## config.mk

```make
export PLATFORM = sky130hd
export DESIGN_NAME = hub_ccc_capability_hid_device_control_cmd
export DESIGN_NICKNAME = d
export VERILOG_FILES = /design/src/pkg/hub_ccc_pkg.sv /design/src/rtl/hub_ccc_capability_hid_device_control_cmd.sv /design/src/rtl/line_monitor.sv
export SDC_FILE = /design/constraint.sdc
export NUM_CORES = 1
export LEC_CHECK = 0
export BUFFER_PORTS_ARGS = -buffer_cell sky130_fd_sc_hd__buf_2
export CAP_MARGIN = 15
export CORE_ASPECT_RATIO = 0.9
export CORE_MARGIN = 2
export CORE_UTILIZATION = 60
export CTS_CLUSTER_SIZE = 30
export DETAILED_ROUTE_END_ITERATION = 7
export PLACE_DENSITY = 0.86
export RECOVER_POWER = 50
export SYNTH_ARGS = -nofsm -noshare
export SYNTH_HDL_FRONTEND = slang
export SYNTH_SLANG_ARGS = --single-unit
```

## constraint.sdc

```tcl
create_clock -name ref_clk -period 3.6 [get_ports ref_clk]
set_input_delay 0.18 -clock ref_clk [delete_from_list [all_inputs] [get_ports ref_clk]]
set_output_delay 0.18 -clock ref_clk [all_outputs]
set_load 0.01 [all_outputs]
```

## src/pkg/hub_ccc_pkg.sv

```systemverilog
// Shared constants, types and the checksum function of the hub command interpreter.
package hub_ccc_pkg;

	localparam int unsigned CLK_HZ = 40_000_000;
	localparam int unsigned I2C_MAX_HZ = 1_000_000;
	localparam int unsigned I2C_MIN_SCL_CYC = (CLK_HZ + I2C_MAX_HZ - 1) / I2C_MAX_HZ;

	localparam logic [3:0] BYTE_BITS = 4'h8;
	localparam logic [7:0] BCAST_W = 8'hfc;
	localparam logic [7:0] CODE_HOST_ID_SET = 8'h61;
	localparam logic [7:0] CODE_DEVICE_CONTROL = 8'h62;
	localparam logic [7:0] CAP_MSB = 8'h04;
	localparam logic [7:0] CAP_LSB = 8'h00;
	localparam logic [7:0] CRC_INIT = 8'h00;
	localparam logic [7:0] CRC_POLY = 8'h07;
	localparam logic [2:0] MASK_UNICAST = 3'h0;
	localparam logic [2:0] MASK_MULTICAST = 3'h3;
	localparam logic [2:0] MASK_BROADCAST = 3'h7;
	localparam logic [1:0] LAST_BYTE = 2'h3;
	localparam logic [1:0] TX_MSB = 2'h0;
	localparam logic [1:0] TX_LSB = 2'h1;
	localparam logic [1:0] TX_PEC = 2'h2;

	typedef enum logic [3:0] {
		ST_IDLE = 4'h0,
		ST_ADDR = 4'h1,
		ST_CODE = 4'h3,
		ST_DC_CTL = 4'h2,
		ST_DC_ID = 4'h6,
		ST_DC_PAY = 4'h7,
		ST_PEC = 4'h5,
		ST_HID = 4'h4,
		ST_CAP = 4'hc,
		ST_SKIP = 4'hd
	} cmd_state_e;

	typedef struct packed {
		logic rise;
		logic fall;
		logic start;
		logic stop;
		logic sda;
	} line_ev_s;

	typedef struct packed {
		logic [1:0] s1;
		logic [1:0] s2;
		logic [1:0] s3;
	} line_sync_s;

	typedef struct packed {
		logic valid;
		logic [7:0] data;
		logic t_bit;
	} fwd_s;

	typedef struct packed {
		logic valid;
		logic [1:0] index;
		logic [7:0] data;
		logic reg_mode;
	} dc_write_s;

	function automatic logic [7:0] crc8(input logic [7:0] crc, input logic [7:0] data);
		logic [7:0] c;
		c = crc ^ data;
		for (int i = 0; i < 8; i++) begin
			c = c[7] ? ((c << 1) ^ CRC_POLY) : (c << 1);
		end
		return c;
	endfunction : crc8

endpackage : hub_ccc_pkg

```

## src/rtl/hub_ccc_capability_hid_device_control_cmd.sv

```systemverilog
// Capability query, host identifier set and device control command interpreter.

// Behaviour
// Capability query acted on only in I3C Basic mode; ignored in I2C mode.
// Checksum restarts at Start or Repeat Start and skips broadcast write byte.
// Capability read: Sr, own identifier with read, upper, lower, optional checksum.
// After a parity error in a chained transaction the address is not acknowledged.
// Upper capability byte has only bit 2 set; lower byte is all zero.
// Host identifier set accepted in I2C mode, flagged illegal in I3C mode.
// Host keeps the bus at or below 1 MHz for these commands in I2C.
// After host identifier set, identifier translation toward the local bus stops.
// Host sends broadcast write, code 0x61, one zero data byte, then Stop.
// Forwarded byte keeps bits 7 to 4 and 0, bits 3 to 1 become host identifier.
// Parity is recomputed over the forwarded byte and sent as its T bit.
// Host identifier set never expects or produces a checksum byte.
// Repeated host identifier set commands are each handled the same way.
// Device control command accepted in both I2C and I3C Basic modes.
// Device control frame: code 0x62, control byte, target identifier, payload bytes.
// Host honours device specific register restrictions when register mode is one.
// In I2C, host uses device control only with single byte addressing mode.
// Mask 000 unicast full match, 011 multicast upper four bits, 111 all devices.
// Start byte field picks first payload byte; following bytes continue up to three.
// With checksum on and register mode zero, checksum follows burst length bytes.
// Reserved address mask encodings are ignored until Stop or Repeat Start.
module hub_ccc_capability_hid_device_control_cmd
	import hub_ccc_pkg::*;
#(
	parameter logic [7:0] capability_code = 8'he0
) (
	input wire logic ref_clk,
	input wire logic reset,
	input wire logic scl,
	input wire logic sda_in,
	output logic sda_out,
	output logic sda_oe_n,
	input wire logic i3c_mode,
	input wire logic pec_enable,
	input wire logic [2:0] host_identifier,
	input wire logic [3:0] local_identifier,
	output logic hid_translate,
	output fwd_s fwd,
	output dc_write_s wr,
	output logic illegal_cmd,
	output logic parity_error,
	output logic pec_error
);

	typedef struct packed {
		cmd_state_e st;
		logic [3:0] cnt;
		logic [7:0] sh;
		logic [7:0] crc;
		logic [7:0] tx;
		logic [1:0] tidx;
		logic drive;
		logic sda_bit;
		logic err;
		logic pend_cap;
		logic hid_done;
		logic rmode;
		logic [1:0] idx;
		logic [1:0] nb;
		logic [1:0] bl;
		logic [2:0] amask;
		fwd_s fwd;
		dc_write_s wr;
		logic illegal;
		logic perr_p;
		logic pec_p;
	} core_s;

	core_s r_reg;
	core_s r_next;
	line_ev_s ev;
	logic [6:0] own_id;
	logic pec_on;
	logic addr_ok;
	logic par_ok;
	logic id_hit;
	logic more;

	line_monitor u_line (
		.ref_clk(ref_clk),
		.reset(reset),
		.scl(scl),
		.sda_in(sda_in),
		.ev(ev)
	);

	assign own_id = {local_identifier, host_identifier};
	assign pec_on = pec_enable & i3c_mode;
	assign par_ok = ^{r_reg.sh, ev.sda};
	assign more = (r_reg.tidx == TX_MSB) | ((r_reg.tidx == TX_LSB) & pec_on);

	always_comb begin
		addr_ok = 1'b0;
		if (!r_reg.err) begin
			addr_ok = (r_reg.sh == BCAST_W) ||
				(r_reg.pend_cap && i3c_mode && r_reg.sh == {own_id, 1'b1});
		end
	end

	always_comb begin
		case (r_reg.amask)
			MASK_UNICAST: id_hit = (r_reg.sh[7:1] == own_id);
			MASK_MULTICAST: id_hit = (r_reg.sh[7:4] == local_identifier);
			MASK_BROADCAST: id_hit = 1'b1;
			default: id_hit = 1'b0;
		endcase
	end

	always_comb begin
		r_next = r_reg;
		r_next.fwd.valid = 1'b0;
		r_next.wr.valid = 1'b0;
		r_next.illegal = 1'b0;
		r_next.perr_p = 1'b0;
		r_next.pec_p = 1'b0;
		if (ev.stop) begin
			r_next.st = ST_IDLE;
			r_next.err = 1'b0;
			r_next.pend_cap = 1'b0;
			r_next.drive = 1'b0;
			r_next.cnt = '0;
		end else if (ev.start) begin
			r_next.st = ST_ADDR;
			r_next.cnt = '0;
			r_next.crc = CRC_INIT;
			r_next.drive = 1'b0;
		end else if (r_reg.st != ST_IDLE && ev.fall) begin
			if (r_reg.st == ST_CAP) begin
				r_next.drive = 1'b1;
				if (r_reg.cnt != BYTE_BITS) begin
					r_next.sda_bit = r_reg.tx[7];
					r_next.tx = {r_reg.tx[6:0], 1'b0};
				end else begin
					r_next.sda_bit = more;
				end
			end else if (r_reg.st == ST_ADDR && r_reg.cnt == BYTE_BITS && addr_ok) begin
				r_next.drive = 1'b1;
				r_next.sda_bit = 1'b0;
			end else begin
				r_next.drive = 1'b0;
			end
		end else if (r_reg.st != ST_IDLE && ev.rise) begin
			if (r_reg.cnt != BYTE_BITS) begin
				r_next.sh = {r_reg.sh[6:0], ev.sda};
				r_next.cnt = r_reg.cnt + 4'h1;
			end else begin
				r_next.cnt = '0;
				case (r_reg.st)
					ST_SKIP: begin
						r_next.st = ST_SKIP;
					end
					ST_ADDR: begin
						if (!r_reg.drive) begin
							r_next.st = ST_SKIP;
						end else if (r_reg.sh == BCAST_W) begin
							r_next.st = ST_CODE;
						end else begin
							r_next.st = ST_CAP;
							r_next.tx = CAP_MSB;
							r_next.tidx = TX_MSB;
							r_next.crc = crc8(crc8(r_reg.crc, r_reg.sh), CAP_MSB);
						end
					end
					ST_CAP: begin
						if (r_reg.tidx == TX_MSB) begin
							r_next.tx = CAP_LSB;
							r_next.tidx = TX_LSB;
							r_next.crc = crc8(r_reg.crc, CAP_LSB);
						end else if (r_reg.tidx == TX_LSB && pec_on) begin
							r_next.tx = r_reg.crc;
							r_next.tidx = TX_PEC;
						end else begin
							r_next.st = ST_SKIP;
						end
					end
					default: begin
						if (!par_ok) begin
							r_next.err = 1'b1;
							r_next.perr_p = 1'b1;
							r_next.st = ST_SKIP;
						end else begin
							r_next.crc = crc8(r_reg.crc, r_reg.sh);
							case (r_reg.st)
								ST_CODE: begin
									if (r_reg.sh == CODE_HOST_ID_SET) begin
										r_next.st = i3c_mode ? ST_SKIP : ST_HID;
										r_next.illegal = i3c_mode;
									end else if (r_reg.sh == CODE_DEVICE_CONTROL) begin
										r_next.st = ST_DC_CTL;
									end else if (r_reg.sh == capability_code && i3c_mode) begin
										r_next.pend_cap = 1'b1;
										r_next.st = pec_on ? ST_PEC : ST_SKIP;
									end else begin
										r_next.st = ST_SKIP;
									end
								end
								ST_HID: begin
									r_next.fwd.valid = 1'b1;
									r_next.fwd.data = {r_reg.sh[7:4], host_identifier, r_reg.sh[0]};
									r_next.fwd.t_bit = ~^{r_reg.sh[7:4], host_identifier, r_reg.sh[0]};
									r_next.hid_done = 1'b1;
									r_next.st = ST_SKIP;
								end
								ST_DC_CTL: begin
									r_next.amask = r_reg.sh[7:5];
									r_next.idx = r_reg.sh[4:3];
									r_next.bl = r_reg.sh[2:1];
									r_next.rmode = r_reg.sh[0];
									r_next.nb = '0;
									r_next.st = ST_DC_ID;
								end
								ST_DC_ID: begin
									r_next.st = id_hit ? ST_DC_PAY : ST_SKIP;
								end
								ST_DC_PAY: begin
									r_next.wr.valid = 1'b1;
									r_next.wr.index = r_reg.idx;
									r_next.wr.data = r_reg.sh;
									r_next.wr.reg_mode = r_reg.rmode;
									if (pec_on && !r_reg.rmode && r_reg.nb == r_reg.bl) begin
										r_next.st = ST_PEC;
									end else if (r_reg.idx == LAST_BYTE) begin
										r_next.st = ST_SKIP;
									end else begin
										r_next.idx = r_reg.idx + 2'h1;
										r_next.nb = r_reg.nb + 2'h1;
									end
								end
								ST_PEC: begin
									r_next.st = ST_SKIP;
									if (r_reg.sh != r_reg.crc) begin
										r_next.err = 1'b1;
										r_next.pec_p = 1'b1;
									end
								end
								default: begin
									r_next.st = ST_SKIP;
								end
							endcase
						end
					end
				endcase
			end
		end
	end

	always_ff @(posedge ref_clk or posedge reset) begin
		if (reset) begin
			r_reg <= '0;
		end else begin
			r_reg <= r_next;
		end
	end

	assign sda_out = r_reg.sda_bit;
	assign sda_oe_n = ~r_reg.drive;
	assign hid_translate = ~r_reg.hid_done;
	assign fwd = r_reg.fwd;
	assign wr = r_reg.wr;
	assign illegal_cmd = r_reg.illegal;
	assign parity_error = r_reg.perr_p;
	assign pec_error = r_reg.pec_p;

	property p_cap_i3c_only;
		@(posedge ref_clk) disable iff (reset)
		(r_reg.st == ST_CAP) |-> r_reg.pend_cap && i3c_mode;
	endproperty
	a_cap_i3c_only: assert property (p_cap_i3c_only) else $error("capability read without query");

	property p_crc_restart;
		@(posedge ref_clk) disable iff (reset)
		ev.start && !ev.stop |=> r_reg.crc == CRC_INIT && r_reg.st == ST_ADDR;
	endproperty
	a_crc_restart: assert property (p_crc_restart) else $error("checksum not restarted");

	property p_chain_nack;
		@(posedge ref_clk) disable iff (reset)
		r_reg.err && r_reg.st == ST_ADDR && !ev.start && !ev.stop |=> sda_oe_n;
	endproperty
	a_chain_nack: assert property (p_chain_nack) else $error("address acked after error");

	property p_cap_msb;
		@(posedge ref_clk) disable iff (reset)
		$rose(r_reg.st == ST_CAP) |-> r_reg.tx == CAP_MSB && r_reg.tidx == TX_MSB;
	endproperty
	a_cap_msb: assert property (p_cap_msb) else $error("wrong capability byte");

	property p_illegal_i3c;
		@(posedge ref_clk) disable iff (reset)
		illegal_cmd |-> $past(i3c_mode) && $past(r_reg.sh) == CODE_HOST_ID_SET;
	endproperty
	a_illegal_i3c: assert property (p_illegal_i3c) else $error("illegal flag outside I3C");

	property p_hid_stop;
		@(posedge ref_clk) disable iff (reset)
		fwd.valid |-> !hid_translate ##1 !hid_translate;
	endproperty
	a_hid_stop: assert property (p_hid_stop) else $error("translation still on");

	property p_fwd_bits;
		@(posedge ref_clk) disable iff (reset)
		fwd.valid |-> fwd.data[3:1] == host_identifier &&
			fwd.data[7:4] == $past(r_reg.sh[7:4]) && fwd.data[0] == $past(r_reg.sh[0]);
	endproperty
	a_fwd_bits: assert property (p_fwd_bits) else $error("forwarded byte wrong");

	property p_fwd_parity;
		@(posedge ref_clk) disable iff (reset)
		fwd.valid |-> ^{fwd.data, fwd.t_bit};
	endproperty
	a_fwd_parity: assert property (p_fwd_parity) else $error("forwarded parity wrong");

	property p_hid_no_pec;
		@(posedge ref_clk) disable iff (reset)
		r_reg.st == ST_HID |=> r_reg.st != ST_PEC;
	endproperty
	a_hid_no_pec: assert property (p_hid_no_pec) else $error("checksum after identifier set");

	property p_wr_order;
		@(posedge ref_clk) disable iff (reset)
		wr.valid && wr.index == LAST_BYTE |=> r_reg.st != ST_DC_PAY;
	endproperty
	a_wr_order: assert property (p_wr_order) else $error("payload past last byte");

	c_fwd: cover property (@(posedge ref_clk) disable iff (reset) fwd.valid);
	c_wr: cover property (@(posedge ref_clk) disable iff (reset) wr.valid);
	c_cap: cover property (@(posedge ref_clk) disable iff (reset) r_reg.tidx == TX_PEC);
	c_pec_err: cover property (@(posedge ref_clk) disable iff (reset) pec_error);

endmodule : hub_ccc_capability_hid_device_control_cmd

```

## src/rtl/line_monitor.sv

```systemverilog
// Pin synchroniser and bus condition detector for the host serial lines.
module line_monitor
	import hub_ccc_pkg::*;
(
	input wire logic ref_clk,
	input wire logic reset,
	input wire logic scl,
	input wire logic sda_in,
	output line_ev_s ev
);

	line_sync_s r_reg;
	line_sync_s r_next;

	always_comb begin
		r_next.s1 = {scl, sda_in};
		r_next.s2 = r_reg.s1;
		r_next.s3 = r_reg.s2;
	end

	always_ff @(posedge ref_clk or posedge reset) begin
		if (reset) begin
			// Both lines idle high, so the history starts high and no false edge follows reset.
			r_reg <= '1;
		end else begin
			r_reg <= r_next;
		end
	end

	always_comb begin
		ev.rise = r_reg.s2[1] & ~r_reg.s3[1];
		ev.fall = ~r_reg.s2[1] & r_reg.s3[1];
		ev.start = r_reg.s2[1] & r_reg.s3[1] & ~r_reg.s2[0] & r_reg.s3[0];
		ev.stop = r_reg.s2[1] & r_reg.s3[1] & r_reg.s2[0] & ~r_reg.s3[0];
		ev.sda = r_reg.s2[0];
	end

endmodule : line_monitor

```

-- Yosys cells after proc, flatten, opt, wreduce, memory -nomap -nowiden
Index checks and enable logic that the tools add are counted.
- $add $sub $neg: 3
- equality and inequality tests: 54
- muxes and demuxes: 97
- bitwise operators: 47
- reductions and logical operators: 43
- operator list (kind ; count):
    2-to-1 mux 38 bit ; 5
    2-to-1 mux 3 bit ; 24
    2-to-1 mux 8 bit ; 9
    inverter 3 bit ; 24
    2-to-1 mux 4 bit ; 17
    2-to-1 mux 18 bit ; 3
    2-to-1 mux 35 bit ; 1
    2-to-1 mux 34 bit ; 1
    2-to-1 mux 10 bit ; 3
    AND reduction 10 bit ; 3
    != test 2 bit (second input constant) ; 13
    2-to-1 mux 25 bit ; 1
    2-to-1 mux 24 bit ; 1
    case mux 8 bit (3 select lines) ; 1
    AND reduction 8 bit ; 3
    2-to-1 mux 1 bit ; 21
    case mux 10 bit (2 select lines) ; 1
    != test 3 bit (second input constant) ; 6
    AND reduction 9 bit ; 2
    nonzero test 2 bit ; 9
    equality test 4 x 3 -> 1 bit (second input constant) ; 4
    equality test 8 x 7 -> 1 bit (second input constant) ; 2
    equality test 8 bit (second input constant) ; 2
    case mux 4 bit (4 select lines) ; 1
    other kinds (45) ; 87
- register bits: 80
- input port bits: 13
- output and inout port bits: 28
- logic and storage cells: 273

-- Longest topological paths before layout
Gate-level depths: netlist of the first run.
- depth in word-level cells: 41
- gate-level depth with buffers: 10
- gate-level depth less buffers: 9

-- By module
A second synthesis of the first run with hierarchy kept.
- cell total of the unflattened synthesis: 494
- area total of the unflattened synthesis: 4968.5 um^2
- by module, submodules not included (module ; instances ; cells an instance ; area each (um^2) ; seq. area each (um^2)):
    hub_ccc_capability_hid_device_control_cmd ; 1 ; 482 ; 4767.1 ; 1851.8
    line_monitor ; 1 ; 12 ; 201.4 ; 157.7

-- Worst setup path before layout of the first run
No wires, ideal clock.
- path type: register -> register
- from: register r_reg[64] in the netlist's numbering
- to: register r_reg[57] in the netlist's numbering
- setup time: 126 ps
- arrival: 2360 ps
- required time: 3474 ps
- path slack: 1114 ps
- cell stages (with the launch flop): 9
- path buffers: 2
- clock period less this slack: 2486 ps
- cells stage by stage: dfrtp_1 > buf_4 > xnor2_1 > xnor3_1 > xnor2_4 > nor2_1 > or4_1 > buf_2 > a311o_1
- longest elaborated chain between the ends: 16
- elaborated cells between the ends (all ways): 24
- RTL lines (what ; RTL line ; source):
    from (decl) ; hub_ccc_capability_hid_device_control_cmd.sv:72 ; core_s r_reg;
    from (signal assigned) ; hub_ccc_capability_hid_device_control_cmd.sv:254 ; r_reg <= r_next;
    XOR 8 bit ; hub_ccc_pkg.sv:66 ; c = crc ^ data;
    2-to-1 mux 3 bit ; hub_ccc_pkg.sv:68 ; c = c[7] ? ((c << 1) ^ CRC_POLY) : (c << 1);
    inverter 3 bit (no line) ; -- ;
    2-to-1 mux 3 bit ; hub_ccc_pkg.sv:68 ;
    2-to-1 mux 3 bit / inverter 3 bit (equally long branches) ; -- ;
    inverter 3 bit (no line) / 2-to-1 mux 3 bit (equally long branches) ; -- ;
    2-to-1 mux 3 bit ; hub_ccc_pkg.sv:68 ;
    inverter 3 bit (no line) ; -- ;
    2-to-1 mux 3 bit ; hub_ccc_pkg.sv:68 ;
    2-to-1 mux 18 bit ; hub_ccc_capability_hid_device_control_cmd.sv:158 ; end else if (r_reg.sh == BCAST_W) begin
    2-to-1 mux 18 bit ; hub_ccc_capability_hid_device_control_cmd.sv:156 ; if (!r_reg.drive) begin
    case mux 8 bit (3 select lines) ; hub_ccc_capability_hid_device_control_cmd.sv:151 ; case (r_reg.st)
    2-to-1 mux 18 bit ; hub_ccc_capability_hid_device_control_cmd.sv:146 ; if (r_reg.cnt != BYTE_BITS) begin
    2-to-1 mux 34 bit ; hub_ccc_capability_hid_device_control_cmd.sv:145 ; end else if (r_reg.st != ST_IDLE && ev.rise) begin
    2-to-1 mux 24 bit ; hub_ccc_capability_hid_device_control_cmd.sv:130 ; end else if (r_reg.st != ST_IDLE && ev.fall) begin
    2-to-1 mux 8 bit ; hub_ccc_capability_hid_device_control_cmd.sv:125 ; end else if (ev.start) begin
Parallel ways exist; a longest one is shown, timed or not. The select of a mux whose other input is x is not followed.
A chain may end at the register's enable or synchronous reset.

-- Final worst setup path of the first run
Ends and elaborated chain as after synthesis.

==> results.yml, run 1 <==
global_routing:
  grt_first_pass_wirelength_mm: 17.06
  grt_max_degree: 58
  antenna_found_initial: 0
  grt_use_total: 0.2529
  grt_overflow: 0
  grt_pass1_vias: 3414
pwr:
  cellLeakagePower_nw: 2.217
  ir_drop_uv: 412.4
  power.density_nw_per_um2: 713.2
synthesis:
  synth.most_common_cell: "dfrtp_1"
  yosysTopAreaCellShare: 0.3932
  syn_inst: 460
  yosysSeqAreaShare: 0.4267
  synth_edf_count: 0
  synth_common_cells: "dfrtp_1, xnor2_1, nand2_1"
  syn_nets: 483
  synth_cell_types: 62
  async_flop_share: 1.000
  synth-main-ff-cell: "dfrtp_1"
  ys_ff_latch: 80
  synth_largest_area_cell: "dfrtp_1"
  yosysWarnings: 0
  avgSynthCellArea_um2: 10.24
  synth.area.top_cells: "dfrtp_1, xnor2_1, mux2_2"
  synth_area_um2: 4710
clock_network:
  clkSlewWorstSetupHoldPaths_ns: 0.09
  cts_root_buf: "clkbuf_8"
  clock_sinks: 80
  tritoncts: "yes"
  cts_buffer_depth: 2
  cts_buffers: 9
  cts_htree_levels: 3
  clk_latency_ns: 0.37
detailed_routing:
  drc_errors: 0
  drt-total-wl_mm: 10.29
  wl_met1_mm: 4.337
  post_drt_wl_per_cell_um: 17.98
  dr.pass1.iters: 5
  ant_nets: 0
  wl_met3_um: 596
  met2WireLength_mm: 5.178
  top_layer: "met4"
  vias_per_cell: 5.979
  drtIter0Drc: 278
  vias: 3420
critical_path:
  path_cells: "xnor2_1, xnor3_1, xnor2_4, nor2_1, or4_1, a311o_1"
  cpMaxStageDelayCell: "or4_1"
  cp-startpoint: "r_reg[64]"
  critPathLaunchType: "flop"
  critPathArrivalTime_ns: 3.24
  required_ns: 3.85
  r2r_start: "r_reg[64]"
  reg2reg_depth: 6
  crit_type: "flop to flop"
  cp-end-kind: "flop"
  r2r_slack_ns: 0.61
  slowest_delay_ns: 0.77
  critical_path.max_fanout: 17
timing:
  relSlewSlack: -0.6252
  worst_slew_pin_slew_ns: 2.424
  finalCritPeriodShare: 0.8301
  rsz0062_at_grt: "no"
  finalHoldViolations: 0
  skew_ns: 0.01691
  fmax_mhz: 334.6
  slew_viol_final: 58
  period_needed_ns: 2.988
  fin_tns_setup_ns: 0
  setup_viol: 0
outcome:
  status: "finished, violations left"
  failed_checks: "capacitance limit, slew limit"
min_path:
  worstHoldPathType: "input port to flop"
  hold_path_startpoint: "host_identifier[2]"
  worstHoldPathCells: 2
layout:
  seq_area_um2: 2009
  filler_cell_count: 585
  drive_above_1_share: 0.2038
  largest_reg_flops: 48
  fin_nets: 494
  area_delta_synth_final_pct: 5.632
  antenna_cells: 0
  multi_input_area_um2: 2360
  fin_cells: 572
die:
  die_area_um2: 8575
  fp.dieH_um: 88.05
  coreArea_um2: 7582
  io_pins: 41
  fp-row-count: 30
  start_util: 0.6211
  die-width_um: 97.39
place:
  io_buffers: 40
  place_inst: 553
  dp_hpwl_mm: 7.500
  place_congestion: 0.9278
run:
  maxCapViolCount: 1
## final cells by class
cell class	instances	share of cell area
Clock buffer	9	0.02490
Multi-Input combinational cell	319	0.4743
Tap cell	96	0.02414
Clock inverter	7	0.01283
Timing Repair Buffer	49	0.05055
Inverter	12	0.009306
Sequential cell	80	0.4039
## layer usage
metal	track usage	up-vias
met5	0	-
li1	-	1601
met3	0.04868	17
met1	0.3237	1680
met4	0.1035	0
met2	0.4307	122
## critical path, delay by kind of cell (launching register included)
kind            cells  cell delay [ns]
flops               1             0.64
xor+xnor            3             0.96
compound gates      1             0.43
simple gates        2             0.85
## power breakdown
part | internal, W | switching, W
Combinational | 0.000817 | 0.000956
Clock | 0.000265 | 0.000376
Sequential | 0.000978 | 0.000156
Total | 0.00206 | 0.00149
## through the flow
stage	area (um2)	setup slack (ns)	total power, W	util	hold WS [ns]
floorplan	4710	1.114	0.002576	-	0.1845
global placement	4781	0.7627	0.002808	0.6305	0.2877
detailed placement	4781	0.6771	0.002891	0.6305	0.2883
CTS	4989	0.6563	0.003538	0.6579	0.01360
global route	4975	0.5032	0.003756	0.6561	0.1029
finish	4975	0.6116	0.003548	0.6561	0.1098
## layout by cell type (no fill, tap or decap), types with 4 or more instances in the layout
cell type / n
nand4_1: 5
mux2_2: 31
dfstp_2: 4
xnor2_1: 44
nand2_1: 39
dfrtp_1: 74
inv_1: 11
a22oi_1: 7
o21ai_1: 5
o21ai_0: 27
nor4_1: 5
xor2_1: 18
nor3_1: 6
buf_2: 29
buf_4: 5
nor2b_1: 6
clkbuf_8: 9
clkbuf_1: 13
ha_1: 10
nor2_1: 20
nand2b_1: 7
a31oi_1: 5
a21oi_1: 12
nand3_1: 13
## worst paths after layout
kind                                     to
max in group asynchronous         r_reg[46]
setup reg to reg                  r_reg[57]
hold reg to reg            u_line.r_next[1]
hold / removal                       fwd[4]
min in group asynchronous             wr[2]
setup / recovery                  r_reg[57]
## cell families (layout without fill, tap and decap cells)
kind of cell,Yosys count,count (layout),share of synthesized area
and+or+nand+nor,119,119,0.1278
AOI/OAI and AO/OA,88,88,0.1249
buffers and inverters,61,77,0.07226
xor gates and xnor gates,66,66,0.1366
muxes,36,36,0.08528
adders and majority gates,10,10,0.02657
DFF,80,80,0.4267
## timing repair
action	CTS	global route
endpoints found under the hold margin	2	0
buffers inserted	0	0
hold buffers	2	0
gates resized for setup	0	0
(Power assumes the default switching activity.)
==> run 2: changes to the inputs <==
Settings changed: ABC_AREA set to 1, CORE_UTILIZATION 60 to 61, PLACE_DENSITY 0.86 to 0.87.
Clock period 3.6 ns to 2.9 ns, I/O delays scaled along.
==> run 2 against run 1 <==
Net effect:
- the flow still finishes with violations (capacitance limit, slew limit)
- die area rose by 7.5%
- design area is 9.5% higher
- cell count grew 47%
- sequential power up 23%
- clock skew down 0.0081 ns
- register-to-register slack worse by 0.12 ns
- highest routed layer unchanged
- global-route usage up 5.4 points
- critical path type unchanged
- largest cell class unchanged
==> results.yml, run 2 <==
outcome:
  status: "finished, violations left"
  failed_checks: "capacitance limit, slew limit"
detailed_routing:
  drt-total-wl_mm: 13.19
  vias_per_cell: 5.702
  dr.pass1.iters: 5
  post_drt_wl_per_cell_um: 15.72
  drc_errors: 0
  vias: 4784
  ant_nets: 0
  drtIter0Drc: 485
synthesis:
  synth-main-ff-cell: "dfrtp_1"
  yosysTopAreaCellShare: 0.3588
  synth_common_cells: "nand2_1, dfrtp_1, inv_1"
  syn_inst: 716
  synth_area_um2: 5161
  yosysSeqAreaShare: 0.3893
  synth.area.top_cells: "dfrtp_1, nand2_1, nand3_1"
  avgSynthCellArea_um2: 7.208
  synth.most_common_cell: "nand2_1"
  yosysWarnings: 0
  syn_nets: 739
  synth_largest_area_cell: "dfrtp_1"
  synth_edf_count: 0
  synth_cell_types: 43
  ys_ff_latch: 80
  async_flop_share: 1.000
die:
  io_pins: 41
  fp.dieH_um: 91.27
  fp-row-count: 31
  die-width_um: 101.0
  die_area_um2: 9214
  start_util: 0.6336
  coreArea_um2: 8145
layout:
  final_area_um2: 5449
  area_delta_synth_final_pct: 5.576
  final_cell_mix: "nand2_1, dfrtp_1, inv_1"
  final_common_cell: "nand2_1"
  largest_reg_flops: 48
  fin_util: 0.6690
  antenna_cells: 0
  fin_nets: 758
  drive_above_1_share: 0.1027
place:
  io_buffers: 40
  place_worst_setup_slack_ns: 0.5491
  place_congestion: 0.9911
  dp_hpwl_mm: 10.03
  dpl_cell_area_um2: 5246
clock_network:
  clkSlewWorstSetupHoldPaths_ns: 0.09
  cts_root_buf: "clkbuf_8"
  clk_latency_ns: 0.36
  tritoncts: "yes"
  cts_buffers: 9
  cts_htree_levels: 3
  clock_sinks: 80
  cts_buffer_depth: 2
min_path:
  hold_path_startpoint: "host_identifier[2]"
  worstHoldPathType: "input port to flop"
timing:
  timing.hold.ws_ns: 0.07374
  setup_viol: 0
  relSlewSlack: -0.1067
  fmax_mhz: 416.0
  period_needed_ns: 2.404
  skew_ns: 0.008763
  rsz0062_at_grt: "no"
  finalHoldViolations: 0
  setup_ws_ns: 0.4964
  fin_tns_setup_ns: 0
  worst_slew_pin_slew_ns: 1.660
  finalCritPeriodShare: 0.8288
  slew_viol_final: 30
global_routing:
  antenna_found_initial: 0
  busiest_layer: "met2"
  grt_max_degree: 38
  grt_util_met1: 0.4157
  grt_pass1_vias: 4516
  met2_usage: 0.4800
  grt_first_pass_wirelength_mm: 22.14
  grt_overflow: 0
  grt_use_total: 0.3072
  grt_util_met3: 0.07775
critical_path:
  critical_path.max_fanout: 7
  cp-startpoint: "r_reg[65]"
  required_ns: 3.14
  crit_type: "flop to flop"
  cp-end-kind: "flop"
  critPathArrivalTime_ns: 2.64
  r2r_start: "r_reg[65]"
  critPathLaunchType: "flop"
run:
  maxCapViolCount: 1
pwr:
  cellLeakagePower_nw: 2.827
  power.density_nw_per_um2: 827.6
  ir_drop_uv: 762.0
[run 2: per-stage QoR]
| stage | cells | power, W |
|---|---|---|
| after detailed placement | 820 | 0.003585 |
| after global placement | 820 | 0.003549 |
| after CTS | 839 | 0.004472 |
| after global routing | 839 | 0.004892 |
| final | 839 | 0.004510 |
| after floorplan | 716 | 0.003099 |
[run 2: logic make-up after synthesis]
| family | Yosys count | synth area share |
|---|---|---|
| xor gates and xnor gates | 28 | 0.04752 |
| buffers and inverters | 123 | 0.1132 |
| AOI/OAI and AO/OA | 89 | 0.1001 |
| DFF | 80 | 0.3893 |
| and+or+nand+nor | 386 | 0.3256 |
| adders and majority gates | 10 | 0.02424 |
[run 2: where the power goes]
group	leakage [nW]	switching [W]	internal (W)
Sequential	1.05	0.000182	0.00121
Clock	0.105	0.000453	0.000435
Combinational	1.67	0.00155	0.000685
Total	2.83	0.00218	0.00233
[run 2: routing by layer]
layer	routed length (um)	vias to the layer above	share of wire
met5	0	-	0
met4	349	0	0.026
met3	1145	38	0.087
met2	6127	229	0.46
met1	5568	2223	0.42
li1	-	2294	-
[run 2: worst paths after layout]
check / to / slack (ns) / cells after the start
max in group asynchronous: pec_error / 0.54 / 4
min in group asynchronous: r_reg[63] / 0.41 / 3
min reg2reg: u_line.r_next[1] / 0.37 / 0
max reg2reg: r_reg[52] / 0.50 / 16
max: r_reg[52] / 0.50 / 16
min: fwd[4] / 0.07 / 3
[run 2: critical path, stage by stage, from the launching register on]
cell and delay [ns]:
dfrtp_1 0.53, inv_1 0.22, nand2_1 0.11, nand2_1 0.12
ha_1 0.32, inv_1 0.07, nand2_1 0.05, nand2_1 0.16
inv_1 0.09, nand2_1 0.08, nand3_1 0.10, nand2_1 0.11
nand2_1 0.05, nand3_1 0.09, nand2_1 0.06, nand2_1 0.05
nand2_1 0.06
[run 2: cell type report]
type | count | area [um2]
fill | 703 | 2696
multi-input combinational | 513 | 2567
sequential | 80 | 2009
inverter | 85 | 322.8
timing repair buffer | 46 | 212.7
clock buffer | 10 | 137.6
tap | 99 | 123.9
clock inverter | 6 | 75.07
[run 2: timing repair]
action | CTS | global route
hold buffers | 3 | 0
buffers inserted | 0 | 0
resized for setup | 0 | 0
hold endpoints to repair | 16 | 0
